==> src/logic/iaes_pkg.sv <==
`default_nettype none
package iaes_pkg;
	// ----------------------------------------------------------------
	// management register offsets
	// ----------------------------------------------------------------
	localparam logic [4:0] REG_XOVER = 5'h15; // crossover_select
	localparam logic [4:0] REG_CTRL = 5'h16; // indirect_control
	localparam logic [4:0] REG_DATA = 5'h1d; // indirect_data
	localparam logic [4:0] REG_PTR = 5'h1e; // indirect_pointer
	// ----------------------------------------------------------------
	// expanded memory locations
	// ----------------------------------------------------------------
	localparam logic [15:0] EXP_STAT_LO = 16'h810d; // event_status_low
	localparam logic [15:0] EXP_STAT_HI = 16'h810e; // event_status_high
	localparam logic [15:0] EXP_EN_LO = 16'h8113; // event_enable_low
	localparam logic [15:0] EXP_EN_HI = 16'h8114; // event_enable_high
	localparam logic [15:0] EXP_CLR_LO = 16'h8115; // event_clear_low
	localparam logic [15:0] EXP_CLR_HI = 16'h8116; // event_clear_high
	// ----------------------------------------------------------------
	// reset values and fields
	// ----------------------------------------------------------------
	localparam logic [15:0] XOVER_RST = 16'h0000;
	localparam logic [15:0] CTRL_RST = 16'h000b; // retime on, access off, width 11
	localparam logic [15:0] DATA_RST = 16'h0000;
	localparam logic [15:0] PTR_RST = 16'h0000;
	localparam logic [7:0] EN_RST = 8'h00;
	localparam logic [7:0] EN_HI_MASK = 8'h7f; // top enable bit reserved
	localparam int CTRL_RETIME_BIT = 3;
	localparam int CTRL_ACC_BIT = 2;
	localparam logic [1:0] WIDTH_8 = 2'h1;
	localparam logic [1:0] WIDTH_16 = 2'h2;
	localparam logic [15:0] STAT_RST = 16'h0100; // high bit 0 resets to 1
	localparam int HI_FW_ROM = 10; // flat index of high bit 2
	localparam int HI_FW_RAM = 9; // flat index of high bit 1
	// ----------------------------------------------------------------
	// management frame
	// ----------------------------------------------------------------
	localparam logic [5:0] PREAMBLE_LEN = 6'h20;
	localparam logic [5:0] HDR_LAST = 6'h0c; // 13 header bits after first start bit
	localparam logic [5:0] WR_LAST = 6'h11; // 2 turnaround + 16 data
	localparam logic [5:0] RD_LAST = 6'h11; // release slot after last data bit
	localparam logic [1:0] OP_RD = 2'h2;
	localparam logic [1:0] OP_WR = 2'h1;
	typedef enum logic [1:0] {
		ST_PRE = 2'b00,
		ST_HDR = 2'b01,
		ST_RD = 2'b10,
		ST_WR = 2'b11
	} iaes_state_e;
endpackage
`default_nettype wire

==> src/logic/iaes_evt_bit.sv <==
`timescale 1ns/1ps
`default_nettype none
// ------------------------------------------------------------------
// one sticky event flag
// ------------------------------------------------------------------
module iaes_evt_bit import iaes_pkg::*; #(
	parameter logic RST_VAL = 1'b0
) (
	input wire logic ref_clk,
	input wire logic srst,
	input wire logic set_in,
	input wire logic clr_in,
	output logic flag_q
);
	// set beats a clear in the same cycle so no event is lost
	always_ff @(posedge ref_clk) begin
		if (srst) begin
			flag_q <= RST_VAL;
		end else if (set_in) begin
			flag_q <= 1'b1;
		end else if (clr_in) begin
			flag_q <= 1'b0;
		end
	end
endmodule // iaes_evt_bit
`default_nettype wire

==> src/logic/iaes_top.sv <==
// Function
// (RULE1) manual crossover bit swaps pairs A/B
// (RULE2) control bit 3 retimes outgoing data, resets 1
// (RULE3) control bit 2 enables indirect access, resets 0
// (RULE4) width field: 01 byte, 10 word, resets 11
// (RULE5) data register carries memory value, byte in low
// (RULE6) pointer register holds 16-bit memory address
// (RULE7) status bytes at 0x810D/0x810E, indirect only
// (RULE8) low bit 7: negotiation count over limit
// (RULE9) low bit 6: negotiation complete changed
// (RULE10) low bit 5: remote fault changed
// (RULE11) low bit 4: speed changed while linked
// (RULE12) low bit 3: link session sum over limit
// (RULE13) low bit 2: link status changed
// (RULE14) low bit 1: duplex changed while linked
// (RULE15) low bit 0: jabber changed
// (RULE16) low bits reset 0, clear via clear byte
// (RULE17) high bit 7: config fault changed
// (RULE18) high bit 6: master resolution changed while linked
// (RULE19) high bits 5/4: local/remote receiver changed
// (RULE20) high bit 3: idle errors over limit
// (RULE21) high bits 2/1: firmware in ROM/RAM
// (RULE22) high bit 0: firmware reset, resets 1
// (RULE23) low enable bits gate interrupt, reset 0
// (RULE24) event bits sticky until cleared
// (RULE25) interrupt when any enabled event set
`timescale 1ns/1ps
`default_nettype none
module iaes_top import iaes_pkg::*; #(
	parameter int CNT_W = 8
) (
	input wire logic ref_clk,
	input wire logic srst,
	input wire logic mdc,
	input wire logic mdio_in,
	output logic mdio_out_q,
	output logic mdio_oe_q,
	input wire logic [4:0] phy_addr,
	input wire logic auto_xover_en,
	input wire logic auto_pair_swap,
	output logic pair_swap_q,
	input wire logic an_complete,
	input wire logic an_remote_fault,
	input wire logic [1:0] resolved_speed,
	input wire logic link_up,
	input wire logic duplex_full,
	input wire logic jabber,
	input wire logic [CNT_W-1:0] negotiation_occurrence_count,
	input wire logic [CNT_W-1:0] negotiation_count_limit,
	input wire logic [CNT_W-1:0] link_count_10,
	input wire logic [CNT_W-1:0] link_count_100,
	input wire logic [CNT_W-1:0] link_count_1000,
	input wire logic [CNT_W+1:0] link_count_limit,
	input wire logic config_fault,
	input wire logic resolved_master,
	input wire logic local_rcvr_ok,
	input wire logic remote_rcvr_ok,
	input wire logic [7:0] idle_error_count,
	input wire logic [7:0] idle_error_limit,
	input wire logic fw_in_rom,
	input wire logic fw_reset_seq,
	output logic event_irq_q
);
	// ----------------------------------------------------------------
	// declarations
	// ----------------------------------------------------------------
	logic mdc_q; // management clock seen last cycle
	logic mdc_rise; // sample point of the frame
	logic mdc_fall; // launch point when not retimed
	iaes_state_e state_q; // frame parser state
	logic [5:0] cnt_q; // bit counter within a phase
	logic [12:0] hdr_q; // start, op, phy, reg bits
	logic [12:0] hdr_d;
	logic [15:0] sh_q; // read or write data shifter
	logic [15:0] xover_q; // crossover_select
	logic [15:0] ctrl_q; // indirect_control
	logic [15:0] data_q; // indirect_data
	logic [15:0] ptr_q; // indirect_pointer
	logic [15:0] ptr_nx; // second byte of a word access
	logic [7:0] en_lo_q; // event_enable_low
	logic [7:0] en_hi_q; // event_enable_high
	logic [15:0] stat_w; // {high, low} status bytes
	logic [15:0] set_v; // raw event strobes
	logic [15:0] clr_v; // clear strobes from the clear bytes
	logic [10:0] src_d; // level sources for change detection
	logic [10:0] src_q;
	logic [CNT_W+1:0] link_sum; // total link sessions
	logic acc_ok; // indirect access enabled with legal width
	logic wide; // word access
	logic rd_take; // read header accepted
	logic reg_wr; // write frame complete
	logic [4:0] wr_addr;
	logic [15:0] wr_word;
	logic mem_wr; // data write reaches expanded memory
	logic [15:0] ind_rd; // indirect read value
	logic [15:0] rd_word; // register value for a read frame
	logic pend_oe_q; // next slot drive, waiting for a fall
	logic pend_out_q;
	logic drv_oe_d;
	logic drv_out_d;
	logic retime;

	// ----------------------------------------------------------------
	// management clock edges
	// ----------------------------------------------------------------
	// inputs are synchronous to ref_clk, so a plain delay gives edges
	always_ff @(posedge ref_clk) begin
		if (srst) begin
			mdc_q <= 1'b0;
		end else begin
			mdc_q <= mdc;
		end
	end
	assign mdc_rise = mdc & ~mdc_q;
	assign mdc_fall = ~mdc & mdc_q;

	// ----------------------------------------------------------------
	// frame parser
	// ----------------------------------------------------------------
	assign hdr_d = {hdr_q[11:0], mdio_in};
	assign rd_take = mdc_rise && state_q == ST_HDR && cnt_q == HDR_LAST && hdr_d[12]
		&& hdr_d[11:10] == OP_RD && hdr_d[9:5] == phy_addr;
	assign reg_wr = mdc_rise && state_q == ST_WR && cnt_q == WR_LAST;
	assign wr_addr = hdr_q[4:0];
	assign wr_word = {sh_q[14:0], mdio_in};

	// state, counter and shifters advance only on a rising mdc
	always_ff @(posedge ref_clk) begin
		if (srst) begin
			state_q <= ST_PRE;
			cnt_q <= 6'h00;
			hdr_q <= 13'h0000;
			sh_q <= 16'h0000;
		end else if (mdc_rise) begin
			case (state_q)
				ST_PRE: begin
					// count ones; a zero after a full preamble opens a frame
					if (mdio_in) begin
						cnt_q <= (cnt_q == PREAMBLE_LEN) ? cnt_q : cnt_q + 6'h01;
					end else if (cnt_q == PREAMBLE_LEN) begin
						state_q <= ST_HDR;
						cnt_q <= 6'h00;
					end else begin
						cnt_q <= 6'h00;
					end
				end
				ST_HDR: begin
					hdr_q <= hdr_d;
					if (cnt_q != HDR_LAST) begin
						cnt_q <= cnt_q + 6'h01;
					end else if (rd_take) begin
						state_q <= ST_RD;
						cnt_q <= 6'h00;
						sh_q <= rd_word;
					end else if (hdr_d[12] && hdr_d[11:10] == OP_WR
						&& hdr_d[9:5] == phy_addr) begin
						state_q <= ST_WR;
						cnt_q <= 6'h00;
					end else begin
						// other address or bad opcode: wait for a new preamble
						state_q <= ST_PRE;
						cnt_q <= 6'h00;
					end
				end
				ST_RD: begin
					// shift only after a data bit has been launched
					if (cnt_q != 6'h00) begin
						sh_q <= {sh_q[14:0], 1'b0};
					end
					if (cnt_q == RD_LAST) begin
						state_q <= ST_PRE;
						cnt_q <= 6'h00;
					end else begin
						cnt_q <= cnt_q + 6'h01;
					end
				end
				ST_WR: begin
					sh_q <= wr_word;
					if (cnt_q == WR_LAST) begin
						state_q <= ST_PRE;
						cnt_q <= 6'h00;
					end else begin
						cnt_q <= cnt_q + 6'h01;
					end
				end
				default: begin
					state_q <= ST_PRE;
					cnt_q <= 6'h00;
				end
			endcase
		end
	end

	// ----------------------------------------------------------------
	// outgoing management data
	// ----------------------------------------------------------------
	// value for the slot that starts after this rising edge
	always_comb begin
		drv_oe_d = 1'b0;
		drv_out_d = 1'b0;
		if (state_q == ST_RD) begin
			if (cnt_q == 6'h00) begin
				drv_oe_d = 1'b1; // second turnaround bit driven low
			end else if (cnt_q != RD_LAST) begin
				drv_oe_d = 1'b1;
				drv_out_d = sh_q[15];
			end
		end
	end
	assign retime = ctrl_q[CTRL_RETIME_BIT];

	// retimed data changes on the rising mdc; otherwise it waits for
	// the fall, which gives more hold but less setup at slow mdc
	always_ff @(posedge ref_clk) begin
		if (srst) begin
			pend_oe_q <= 1'b0;
			pend_out_q <= 1'b0;
			mdio_oe_q <= 1'b0;
			mdio_out_q <= 1'b0;
		end else begin
			if (mdc_rise) begin
				pend_oe_q <= drv_oe_d;
				pend_out_q <= drv_out_d;
			end
			if (mdc_rise && retime) begin // RULE2
				mdio_oe_q <= drv_oe_d;
				mdio_out_q <= drv_out_d;
			end else if (mdc_fall && !retime) begin // RULE2
				mdio_oe_q <= pend_oe_q;
				mdio_out_q <= pend_out_q;
			end
		end
	end

	// ----------------------------------------------------------------
	// expanded memory access
	// ----------------------------------------------------------------
	assign wide = ctrl_q[1:0] == WIDTH_16; // RULE4
	assign acc_ok = ctrl_q[CTRL_ACC_BIT]
		&& (ctrl_q[1:0] == WIDTH_8 || wide); // RULE3 RULE4
	assign ptr_nx = ptr_q + 16'h0001;
	assign mem_wr = reg_wr && wr_addr == REG_DATA && acc_ok;

	// one expanded memory byte; clear bytes read back as zero
	function automatic logic [7:0] mem_rd8(input logic [15:0] a);
		case (a)
			EXP_STAT_LO: mem_rd8 = stat_w[7:0]; // RULE7
			EXP_STAT_HI: mem_rd8 = stat_w[15:8]; // RULE7
			EXP_EN_LO: mem_rd8 = en_lo_q;
			EXP_EN_HI: mem_rd8 = en_hi_q;
			default: mem_rd8 = 8'h00;
		endcase
	endfunction

	// byte written to location a, or none
	function automatic logic mem_hit(input logic [15:0] a);
		mem_hit = mem_wr && (ptr_q == a || (wide && ptr_nx == a));
	endfunction

	function automatic logic [7:0] mem_byte(input logic [15:0] a);
		mem_byte = (ptr_q == a) ? wr_word[7:0] : wr_word[15:8];
	endfunction

	// byte mode leaves the upper octet zero; a process, not an assign,
	// so that status and enable changes seen inside the function wake it
	always_comb begin
		ind_rd = wide ? {mem_rd8(ptr_nx), mem_rd8(ptr_q)}
			: {8'h00, mem_rd8(ptr_q)}; // RULE5 RULE6
	end

	// ----------------------------------------------------------------
	// management registers
	// ----------------------------------------------------------------
	always_comb begin
		case (hdr_d[4:0])
			REG_XOVER: rd_word = xover_q;
			REG_CTRL: rd_word = ctrl_q;
			REG_DATA: rd_word = acc_ok ? ind_rd : data_q; // RULE5
			REG_PTR: rd_word = ptr_q;
			default: rd_word = 16'h0000;
		endcase
	end

	// control, crossover and pointer are plain read/write words
	always_ff @(posedge ref_clk) begin
		if (srst) begin
			xover_q <= XOVER_RST;
			ctrl_q <= CTRL_RST; // RULE2 RULE3 RULE4
			ptr_q <= PTR_RST;
		end else if (reg_wr) begin
			case (wr_addr)
				REG_XOVER: xover_q <= wr_word;
				REG_CTRL: ctrl_q <= wr_word;
				REG_PTR: ptr_q <= wr_word; // RULE6
				default: ;
			endcase
		end
	end

	// data word holds the last value written or fetched
	always_ff @(posedge ref_clk) begin
		if (srst) begin
			data_q <= DATA_RST;
		end else if (reg_wr && wr_addr == REG_DATA) begin
			data_q <= wr_word; // RULE5
		end else if (rd_take && hdr_d[4:0] == REG_DATA && acc_ok) begin
			data_q <= ind_rd; // RULE5
		end
	end

	// enable bytes live in expanded memory
	always_ff @(posedge ref_clk) begin
		if (srst) begin
			en_lo_q <= EN_RST; // RULE23
			en_hi_q <= EN_RST;
		end else begin
			if (mem_hit(EXP_EN_LO)) begin
				en_lo_q <= mem_byte(EXP_EN_LO); // RULE23
			end
			if (mem_hit(EXP_EN_HI)) begin
				en_hi_q <= mem_byte(EXP_EN_HI) & EN_HI_MASK;
			end
		end
	end

	// manual swap only counts while automatic selection is off
	always_ff @(posedge ref_clk) begin
		if (srst) begin
			pair_swap_q <= 1'b0;
		end else begin
			pair_swap_q <= auto_xover_en ? auto_pair_swap : xover_q[0]; // RULE1
		end
	end

	// ----------------------------------------------------------------
	// event sources
	// ----------------------------------------------------------------
	assign src_d = {an_complete, an_remote_fault, resolved_speed, link_up, duplex_full,
		jabber, config_fault, resolved_master, local_rcvr_ok, remote_rcvr_ok};

	// loading during reset too keeps the release from looking like a change
	always_ff @(posedge ref_clk) begin
		src_q <= src_d;
	end

	assign link_sum = {2'b00, link_count_10} + {2'b00, link_count_100}
		+ {2'b00, link_count_1000};

	// qualified changes need link up before and after
	always_comb begin
		set_v = 16'h0000;
		set_v[7] = negotiation_occurrence_count > negotiation_count_limit; // RULE8
		set_v[6] = src_d[10] ^ src_q[10]; // RULE9
		set_v[5] = src_d[9] ^ src_q[9]; // RULE10
		set_v[4] = link_up && src_q[6] && src_d[8:7] != src_q[8:7]; // RULE11
		set_v[3] = link_sum > link_count_limit; // RULE12
		set_v[2] = src_d[6] ^ src_q[6]; // RULE13
		set_v[1] = link_up && src_q[6] && (src_d[5] ^ src_q[5]); // RULE14
		set_v[0] = src_d[4] ^ src_q[4]; // RULE15
		set_v[15] = src_d[3] ^ src_q[3]; // RULE17
		set_v[14] = link_up && src_q[6] && (src_d[2] ^ src_q[2]); // RULE18
		set_v[13] = src_d[1] ^ src_q[1]; // RULE19
		set_v[12] = src_d[0] ^ src_q[0]; // RULE19
		set_v[11] = idle_error_count > idle_error_limit; // RULE20
		set_v[8] = fw_reset_seq; // RULE22
	end

	// clear bytes act as one-cycle strobes and store nothing
	always_comb begin
		clr_v = {mem_hit(EXP_CLR_HI) ? mem_byte(EXP_CLR_HI) : 8'h00,
			mem_hit(EXP_CLR_LO) ? mem_byte(EXP_CLR_LO) : 8'h00}; // RULE16
	end

	// ----------------------------------------------------------------
	// status flags
	// ----------------------------------------------------------------
	for (genvar i = 0; i < 16; i++) begin : g_evt
		if (i == HI_FW_ROM || i == HI_FW_RAM) begin : g_fw
			// firmware location is a live indication, not an event
			logic fw_q;
			always_ff @(posedge ref_clk) begin
				if (srst) begin
					fw_q <= 1'b0;
				end else begin
					fw_q <= (i == HI_FW_ROM) ? fw_in_rom : ~fw_in_rom; // RULE21
				end
			end
			assign stat_w[i] = fw_q;
		end else begin : g_flag
			iaes_evt_bit #(
				.RST_VAL(STAT_RST[i])
			) u_bit (
				.ref_clk(ref_clk),
				.srst(srst),
				.set_in(set_v[i]),
				.clr_in(clr_v[i]),
				.flag_q(stat_w[i])
			); // RULE16 RULE22 RULE24
		end
	end

	// ----------------------------------------------------------------
	// interrupt
	// ----------------------------------------------------------------
	always_ff @(posedge ref_clk) begin
		if (srst) begin
			event_irq_q <= 1'b0;
		end else begin
			event_irq_q <= |(stat_w & {en_hi_q, en_lo_q}); // RULE23 RULE25
		end
	end

	// ----------------------------------------------------------------
	// checks
	// ----------------------------------------------------------------
	swap_manual_a: // RULE1
	assert property (@(posedge ref_clk) disable iff (srst)
		!auto_xover_en |=> pair_swap_q == $past(xover_q[0]))
		else $error("manual swap not following crossover bit");
	ctrl_reset_a: // RULE3
	assert property (@(posedge ref_clk) srst |=> ctrl_q == CTRL_RST && !acc_ok)
		else $error("control word wrong after reset");
	retime_launch_a: // RULE2
	assert property (@(posedge ref_clk) disable iff (srst)
		mdc_rise && retime && !$past(srst) |=> mdio_oe_q == $past(drv_oe_d)
		&& mdio_out_q == $past(drv_out_d))
		else $error("retimed data not launched on rising mdc");
	access_off_a: // RULE3
	assert property (@(posedge ref_clk) disable iff (srst)
		reg_wr && wr_addr == REG_DATA && !ctrl_q[CTRL_ACC_BIT]
		|=> en_lo_q == $past(en_lo_q) && stat_w[7:0] == $past(stat_w[7:0] | set_v[7:0]))
		else $error("memory changed with indirect access off");
	link_event_a: // RULE13
	assert property (@(posedge ref_clk) disable iff (srst)
		link_up != $past(link_up) && !$past(srst) |-> ##1 stat_w[2][*2])
		else $error("link change not latched");
	sticky_low_a: // RULE24
	assert property (@(posedge ref_clk) disable iff (srst)
		stat_w[6] && !clr_v[6] |=> stat_w[6])
		else $error("event flag dropped without a clear");
	clear_low_a: // RULE16
	assert property (@(posedge ref_clk) disable iff (srst)
		clr_v[5] && !set_v[5] |=> !stat_w[5])
		else $error("clear strobe did not clear flag");
	irq_level_a: // RULE25
	assert property (@(posedge ref_clk) disable iff (srst)
		##1 event_irq_q == $past(|(stat_w & {en_hi_q, en_lo_q})))
		else $error("interrupt not matching enabled events");
	fw_flags_a: // RULE21
	assert property (@(posedge ref_clk) disable iff (srst)
		!$past(srst) |-> stat_w[HI_FW_ROM] != stat_w[HI_FW_RAM])
		else $error("firmware location bits not complementary");
	fw_reset_a: // RULE22
	assert property (@(posedge ref_clk) srst |=> stat_w[8] && stat_w[7:0] == 8'h00)
		else $error("status bytes wrong after reset");
	read_turn_a: // RULE7
	assert property (@(posedge ref_clk) disable iff (srst)
		rd_take |=> state_q == ST_RD && sh_q == $past(rd_word))
		else $error("read frame did not load register value");
endmodule // iaes_top
`default_nettype wire

==> config.mk <==
export PLATFORM = sky130hd
export DESIGN_NAME = iaes_top
export DESIGN_NICKNAME = d
export VERILOG_FILES = /design/src/logic/iaes_pkg.sv /design/src/logic/iaes_evt_bit.sv /design/src/logic/iaes_top.sv
export SDC_FILE = /design/constraint.sdc
export NUM_CORES = 1
export LEC_CHECK = 0
export ABC_AREA = 1
export BUFFER_PORTS_ARGS = -buffer_cell sky130_fd_sc_hd__clkbuf_2
export CAP_MARGIN = 20
export CORE_ASPECT_RATIO = 0.8
export CORE_MARGIN = 3
export CORE_UTILIZATION = 55
export DETAILED_ROUTE_END_ITERATION = 7
export PLACE_DENSITY = 0.87
export SYNTH_ARGS = -nofsm -noshare
export SYNTH_HDL_FRONTEND = slang
export SYNTH_SLANG_ARGS = --single-unit
export TNS_END_PERCENT = 100
==> constraint.sdc <==
create_clock -name ref_clk -period 4.2 [get_ports ref_clk]
set_input_delay 0.84 -clock ref_clk [delete_from_list [all_inputs] [get_ports ref_clk]]
set_output_delay 0.84 -clock ref_clk [all_outputs]
set_load 0.01 [all_outputs]
Word-level counts from Yosys, hierarchy flattened
Cells that the tools add are included.
- word-level logic and storage cells: 226
- bits in registers: 149
- input port bits: 90
- multiplexer cells: 66
- magnitude comparators: 3
- reductions and logical operators: 63
- bitwise operators: 15
- $add $sub $neg: 4
- equality and inequality tests: 41
- operator list (operator ; count):
    equality test 16 bit, second input constant ; 12
    2-to-1 mux 16 bit ; 7
    case mux 16 bit (4 select lines) ; 1
    case mux 8 bit (4 select lines) ; 2
    case mux 16 bit (3 select lines) ; 1
    equality test 5 bit, second input constant ; 8
    2-to-1 mux 8 bit ; 5
    2-to-1 mux 1 bit ; 37
    nonzero test 2 bit ; 15
    logical AND 1 bit ; 28
    2-to-1 mux 6 bit ; 4
    case mux 6 bit (3 select lines) ; 1
    adder 16 x 1 -> 16 bit, second input constant ; 1
    bitwise AND 16 x 15 -> 16 bit ; 1
    > comparator 8 bit ; 2
    OR reduction 16 bit ; 1
    2-to-1 mux 2 bit ; 6
    adder 9 x 8 -> 10 bit ; 1
    > comparator 10 bit ; 1
    != test 2 bit, second input constant ; 5
    AND reduction 2 bit ; 5
    AND reduction 5 bit ; 2
    adder 8 x 8 -> 9 bit ; 1
    XOR 1 bit ; 9
    other kinds (23) ; 36

Longest topological paths before layout
- depth after elaboration: 11
- gate-level depth with buffers: 20
- gate-level depth less buffers: 20

Cells and area by module
Synthesis repeated with hierarchy kept, for this count alone.
- cells, all modules: 1397
- area, all modules: 9436.6 um^2
- by module, submodules not included (module ; cells each ; times used ; area each (um^2)):
    iaes_top ; 1327 ; 1 ; 8881.0
    iaes_evt_bit (g_evt[0].g_flag.u_bit ...) ; 5 ; 13 ; 40.0
    iaes_evt_bit (g_evt[8].g_flag.u_bit) ; 5 ; 1 ; 35.0

Least setup slack after synthesis
Ideal clock, no wire load.
- kind: in2reg
- from: input link_count_10[1]
- to: register g_evt[3].g_flag.u_bit.flag_q
- data required time: 4.068 ns
- setup time: 0.132 ns
- arrival time: 3.367 ns
- slack: 0.700 ns
- cell stages on the path: 19
- cell sequence: inv_1 > fa_1 > inv_1 > ha_1 > inv_1 > fa_1 > inv_1 > a31oi_1 > nor2_1 > o21ai_0 > nand2_1 > a21oi_1 > nor2_1 > ha_1 > nand2_1 > inv_1 > nand2_1 > o41ai_1 > a21oi_1
- cells in the longest elaborated chain, start to end: 4
- elaborated cells between the ends (all ways): 5
- ends and longest elaborated chain (element ; line ; source):
    start: declaration ; iaes_top.sv:50 ; input wire logic [CNT_W-1:0] link_count_10,
    adder 8 x 8 -> 9 bit (*) ; iaes_top.sv:346 ; assign link_sum = {2'b00, link_count_10} + {2'b00, link_count_100}
    adder 9 x 8 -> 10 bit (*) ; iaes_top.sv:347 ; + {2'b00, link_count_1000};
    > comparator 10 bit (*) ; iaes_top.sv:356 ; set_v[3] = link_sum > link_count_limit;
    2-to-1 mux 1 bit or nonzero test 2 bit (tied branches) ; - ;
    end signal: assignment ; iaes_evt_bit.sv:18 ; flag_q <= RST_VAL;
    end signal: assignment ; iaes_evt_bit.sv:20 ; flag_q <= 1'b1;
    end signal: assignment ; iaes_evt_bit.sv:22 ; flag_q <= 1'b0;
    end: declaration ; iaes_evt_bit.sv:13 ; output logic flag_q
Every way passes the cells marked *; elsewhere a longest branch is shown, timed or not.
A chain may end at the register's enable or synchronous reset.

Final worst setup path
Same ends and word-level chain as after synthesis.

==> flow_metrics.env <==
export IMPL_status="finished clean"
export IMPL_area_delta_synth_final_pct=13.5
export IMPL_r2r_start="ptr_q[3]"
export IMPL_antenna_found_initial=0
export IMPL_grt_overflow_total=0
export IMPL_ir_worst_vdd_v=0.000270
export IMPL_diodes=0
export IMPL_clock_fmax_mhz=284
export IMPL_routed_wl_mm=27.5
export IMPL_synth_top_area_frac=0.336
export IMPL_min_period_over_period=0.838
export IMPL_die_height_um=120
export IMPL_setup_tns_ns=0
export IMPL_ys_types=46
export IMPL_slew_headroom=0.428
export IMPL_root_buffer="clkbuf_16"
export IMPL_drv_cap=0
export IMPL_clkPwrFrac=0.459
export IMPL_cts_buffer_depth=2
export IMPL_drive_above_1_share=0.125
export IMPL_multi_input_area_mm2=0.00493
export IMPL_crit_fanout=2
export IMPL_final_cells=1570
export IMPL_p_sw_mw=0.948
export IMPL_numCtsBuffers=17
export IMPL_async_flop_share=0
export IMPL_cp_slowest_cell="fa_1"
export IMPL_die_w_um=148
export IMPL_fin_nets=1484
export IMPL_cp_slowest_stage_delay_ns=0.53
export IMPL_synth_cells=1279
export IMPL_layout_min_cycle_time_ns=3.52
export IMPL_clk_latency_ns=0.43
export IMPL_finalSetupViolCount=0
export IMPL_end_kind="register"
export IMPL_cts_sinks=149
export IMPL_io_buffers=93
export IMPL_power_density_mw_per_mm2=334
export IMPL_synth_ff_type="dfxtp_1"
export IMPL_grt_max_degree=57
export IMPL_dp_hpwl_mm=19.5
export IMPL_cts_tree="yes"
export IMPL_p_seq_frac=0.435
export IMPL_place_congestion=1.01
export IMPL_antenna_left=0
export IMPL_wl_per_cell_um=17.5
export IMPL_ios=94
export IMPL_cts_setup_buffers=0
export IMPL_dpl_cell_area_mm2=0.00948
export IMPL_grt_pass1_vias=8575
export IMPL_vias=9431
export IMPL_crit_path_end="g_evt[3].g_flag.u_bit.flag_q"
export IMPL_synthTopCellsByArea="dfxtp_1 34%, a21oi_1 9.6%, o21ai_0 9.0%"
export IMPL_rows=40
export IMPL_cp_start_kind="primary input"
export IMPL_start_util=0.576
export IMPL_cp_top_family="adder cells"
export IMPL_syn_nets=1416
export IMPL_grt_setup_unrepaired="no"
export IMPL_hold_buffers=0
export IMPL_synth_enable_flop_cells=0
export IMPL_cp_depth=20
export IMPL_dieArea_mm2=0.0177
export IMPL_slew_violations=0
export IMPL_crit_chain="clkbuf_2, inv_1, fa_1, inv_1, ha_1, inv_1, fa_1, inv_1, a31oi_1, nor2_1, o21ai_0, nand2_1, a21oi_1, nor2_1, ha_1, nand2_1, inv_1, nand2_1, o41ai_1, a21oi_1"
export IMPL_grtUsageTotal=0.305
export IMPL_worst_slew_pin_transition_ns=0.858
export IMPL_coreArea_mm2=0.0154
export IMPL_path_class="primary input to register"
export IMPL_reg2regPathDepth=15
export IMPL_hold_depth=2
export IMPL_seqCellArea_mm2=0.00298
export IMPL_crit_top_cell="inv_1"
export IMPL_intPower_mw=2.41
export IMPL_detail_route_first_pass_iterations=7
export IMPL_p_sw_frac=0.282
export IMPL_grt_pass1_wl_mm=43.6
export IMPL_placed_cells=1538
export IMPL_ys_warnings_count=0
export IMPL_stdcell_area_mm2=0.0101
export IMPL_finalHoldViolCount=0
export IMPL_syn_cell_area_mm2=0.00888
export IMPL_arrival_ns=3.81
export IMPL_min_path_type="register to register"
export IMPL_r2r_end="en_lo_q[3]"
export IMPL_synth_seq_area_share=0.336
export IMPL_drc=0
export IMPL_clkTransAtPathRegs_ns=0.07
export IMPL_netlist_top_cell_by_area="dfxtp_1"
export IMPL_cts_resized=0
export IMPL_leakagePower_nw=4.18
export IMPL_fillerInstances=1337
export IMPL_h_tree_depth=4
export IMPL_critPathRequiredTime_ns=4.49
export IMPL_synth_seq_cells=149
export IMPL_r2r_slack_ns=0.75
export IMPL_vias_per_cell=6.01
export IMPL_crit_buf_inv=6
export IMPL_fin_worst_skew_ns=0.00927
export IMPL_crit_path_start="link_count_10[1]"
export IMPL_combPwrFrac=0.106
export IMPL_holdWs_ns=0.456
export IMPL_synth_avg_cell_area_um2=6.94
export IMPL_drtIter0Drc=1317
synth_stat cells, drive strengths merged (10+ instances only):
library cell / count
nand2: 198
inv: 194
a21oi: 171
o21ai: 165
dfxtp: 149
nor2: 84
nand4: 50
nand3: 43
clkbuf: 42
ha: 38
o22ai: 31
buf: 16
xnor2: 13
nor3: 12
o211ai: 12
xor2: 10
power by group through the flow:
stage | registers, mW | clock network, mW | logic (mW)
floorplan | 1.48 | 0 | 0.244
global placement | 1.49 | 0 | 0.336
detailed placement | 1.49 | 0 | 0.353
CTS | 1.46 | 1.54 | 0.356
global route | 1.46 | 1.61 | 0.419
finish | 1.46 | 1.54 | 0.356
layer usage:
layer,routed length (um),up-vias,global-route usage
met1,11200,4183,0.420
li1,-,4474,-
met4,1110,2,0.0981
met5,37,-,0.0265
met2,11300,642,0.443
met3,3950,130,0.112
worst register-to-register path, stage by stage (launching register included):
cell and delay, ns:
dfxtp_1 0.52, nand2_2 0.18, nor2_8 0.17, nand2_2 0.08
nor2_1 0.15, nor2_1 0.07, nor2_1 0.12, nand2_1 0.11
nor2_2 0.09, buf_4 0.31, and2_4 0.24, nand3_1 0.07
nand2_1 0.11, nand2_1 0.36, o21ai_0 0.64, a21oi_1 0.09
worst min-delay path by stage:
stage | startpoint | endpoint | slack (ns)
CTS | xover_q[5] | xover_q[5] | 0.46
global route | ctrl_q[12] | ctrl_q[12] | 0.48
global placement | xover_q[7] | xover_q[7] | 0.43
detailed placement | xover_q[5] | xover_q[5] | 0.44
finish | ctrl_q[12] | ctrl_q[12] | 0.46
floorplan | xover_q[5] | xover_q[5] | 0.42
per-stage QoR:
step	total power, mW	setup WS, ns	utilization
after floorplan	1.73	0.700	-
after global placement	1.83	0.438	0.615
after detailed placement	1.85	0.288	0.615
after CTS	3.36	0.709	0.654
after global routing	3.49	0.261	0.654
final	3.36	0.681	0.654
layout by cell type, fill, tap and decap left out, types with 3 or more instances in the layout:
| master | Yosys | layout |
|---|---|---|
| o221ai_1 | 3 | 3 |
| o2111ai_1 | 6 | 6 |
| nor2_1 | 74 | 74 |
| o22ai_1 | 31 | 31 |
| dfxtp_1 | 149 | 149 |
| o21ai_1 | 6 | 6 |
| clkbuf_16 | 0 | 17 |
| buf_4 | 0 | 14 |
| o21bai_1 | 3 | 3 |
| xnor2_1 | 13 | 13 |
| nand3_1 | 41 | 41 |
| nor2_2 | 8 | 8 |
| xor2_1 | 10 | 10 |
| a311oi_1 | 4 | 4 |
| inv_2 | 6 | 7 |
| nor3_1 | 11 | 11 |
| a31oi_1 | 4 | 4 |
| a221oi_1 | 5 | 5 |
| o21ai_0 | 159 | 159 |
| a21oi_1 | 170 | 170 |
| inv_1 | 188 | 188 |
| fa_1 | 9 | 9 |
| nand4_1 | 50 | 50 |
| clkinv_8 | 0 | 3 |
| ha_1 | 38 | 38 |
| a311oi_2 | 3 | 3 |
| inv_6 | 0 | 4 |
| nand2_2 | 3 | 3 |
| inv_8 | 0 | 6 |
| clkbuf_2 | 0 | 93 |
| nand2_1 | 195 | 195 |
| o211ai_1 | 12 | 12 |
registers in the layout (all words and copies together), names as in the netlist, 2 cells and up:
name,count
cnt_q,6
g_evt.g_flag.u_bit.flag_q,14
ptr_q,16
xover_q,16
en_lo_q,8
ctrl_q,16
hdr_q,12
sh_q,16
g_evt.g_fw.fw_q,2
src_q,11
state_q,2
en_hi_q,7
data_q,16
layout make-up:
type	count	area share
Clock inverter	14	0.0158
Sequential cell	149	0.296
Clock buffer	18	0.0436
Multi-Input combinational cell	877	0.489
Timing Repair Buffer	107	0.0566
Inverter	195	0.0726
Tap cell	210	0.0261
logic make-up after synthesis:
family | Yosys count | synth area share
and+or+nand+nor | 393 | 0.201
AOI/OAI and AO/OA | 414 | 0.258
adders and majority gates | 47 | 0.0738
DFF | 149 | 0.336
xor gates and xnor gates | 23 | 0.0227
buffers and inverters | 253 | 0.109
Note: power is estimated with default switching activity, not from simulation.
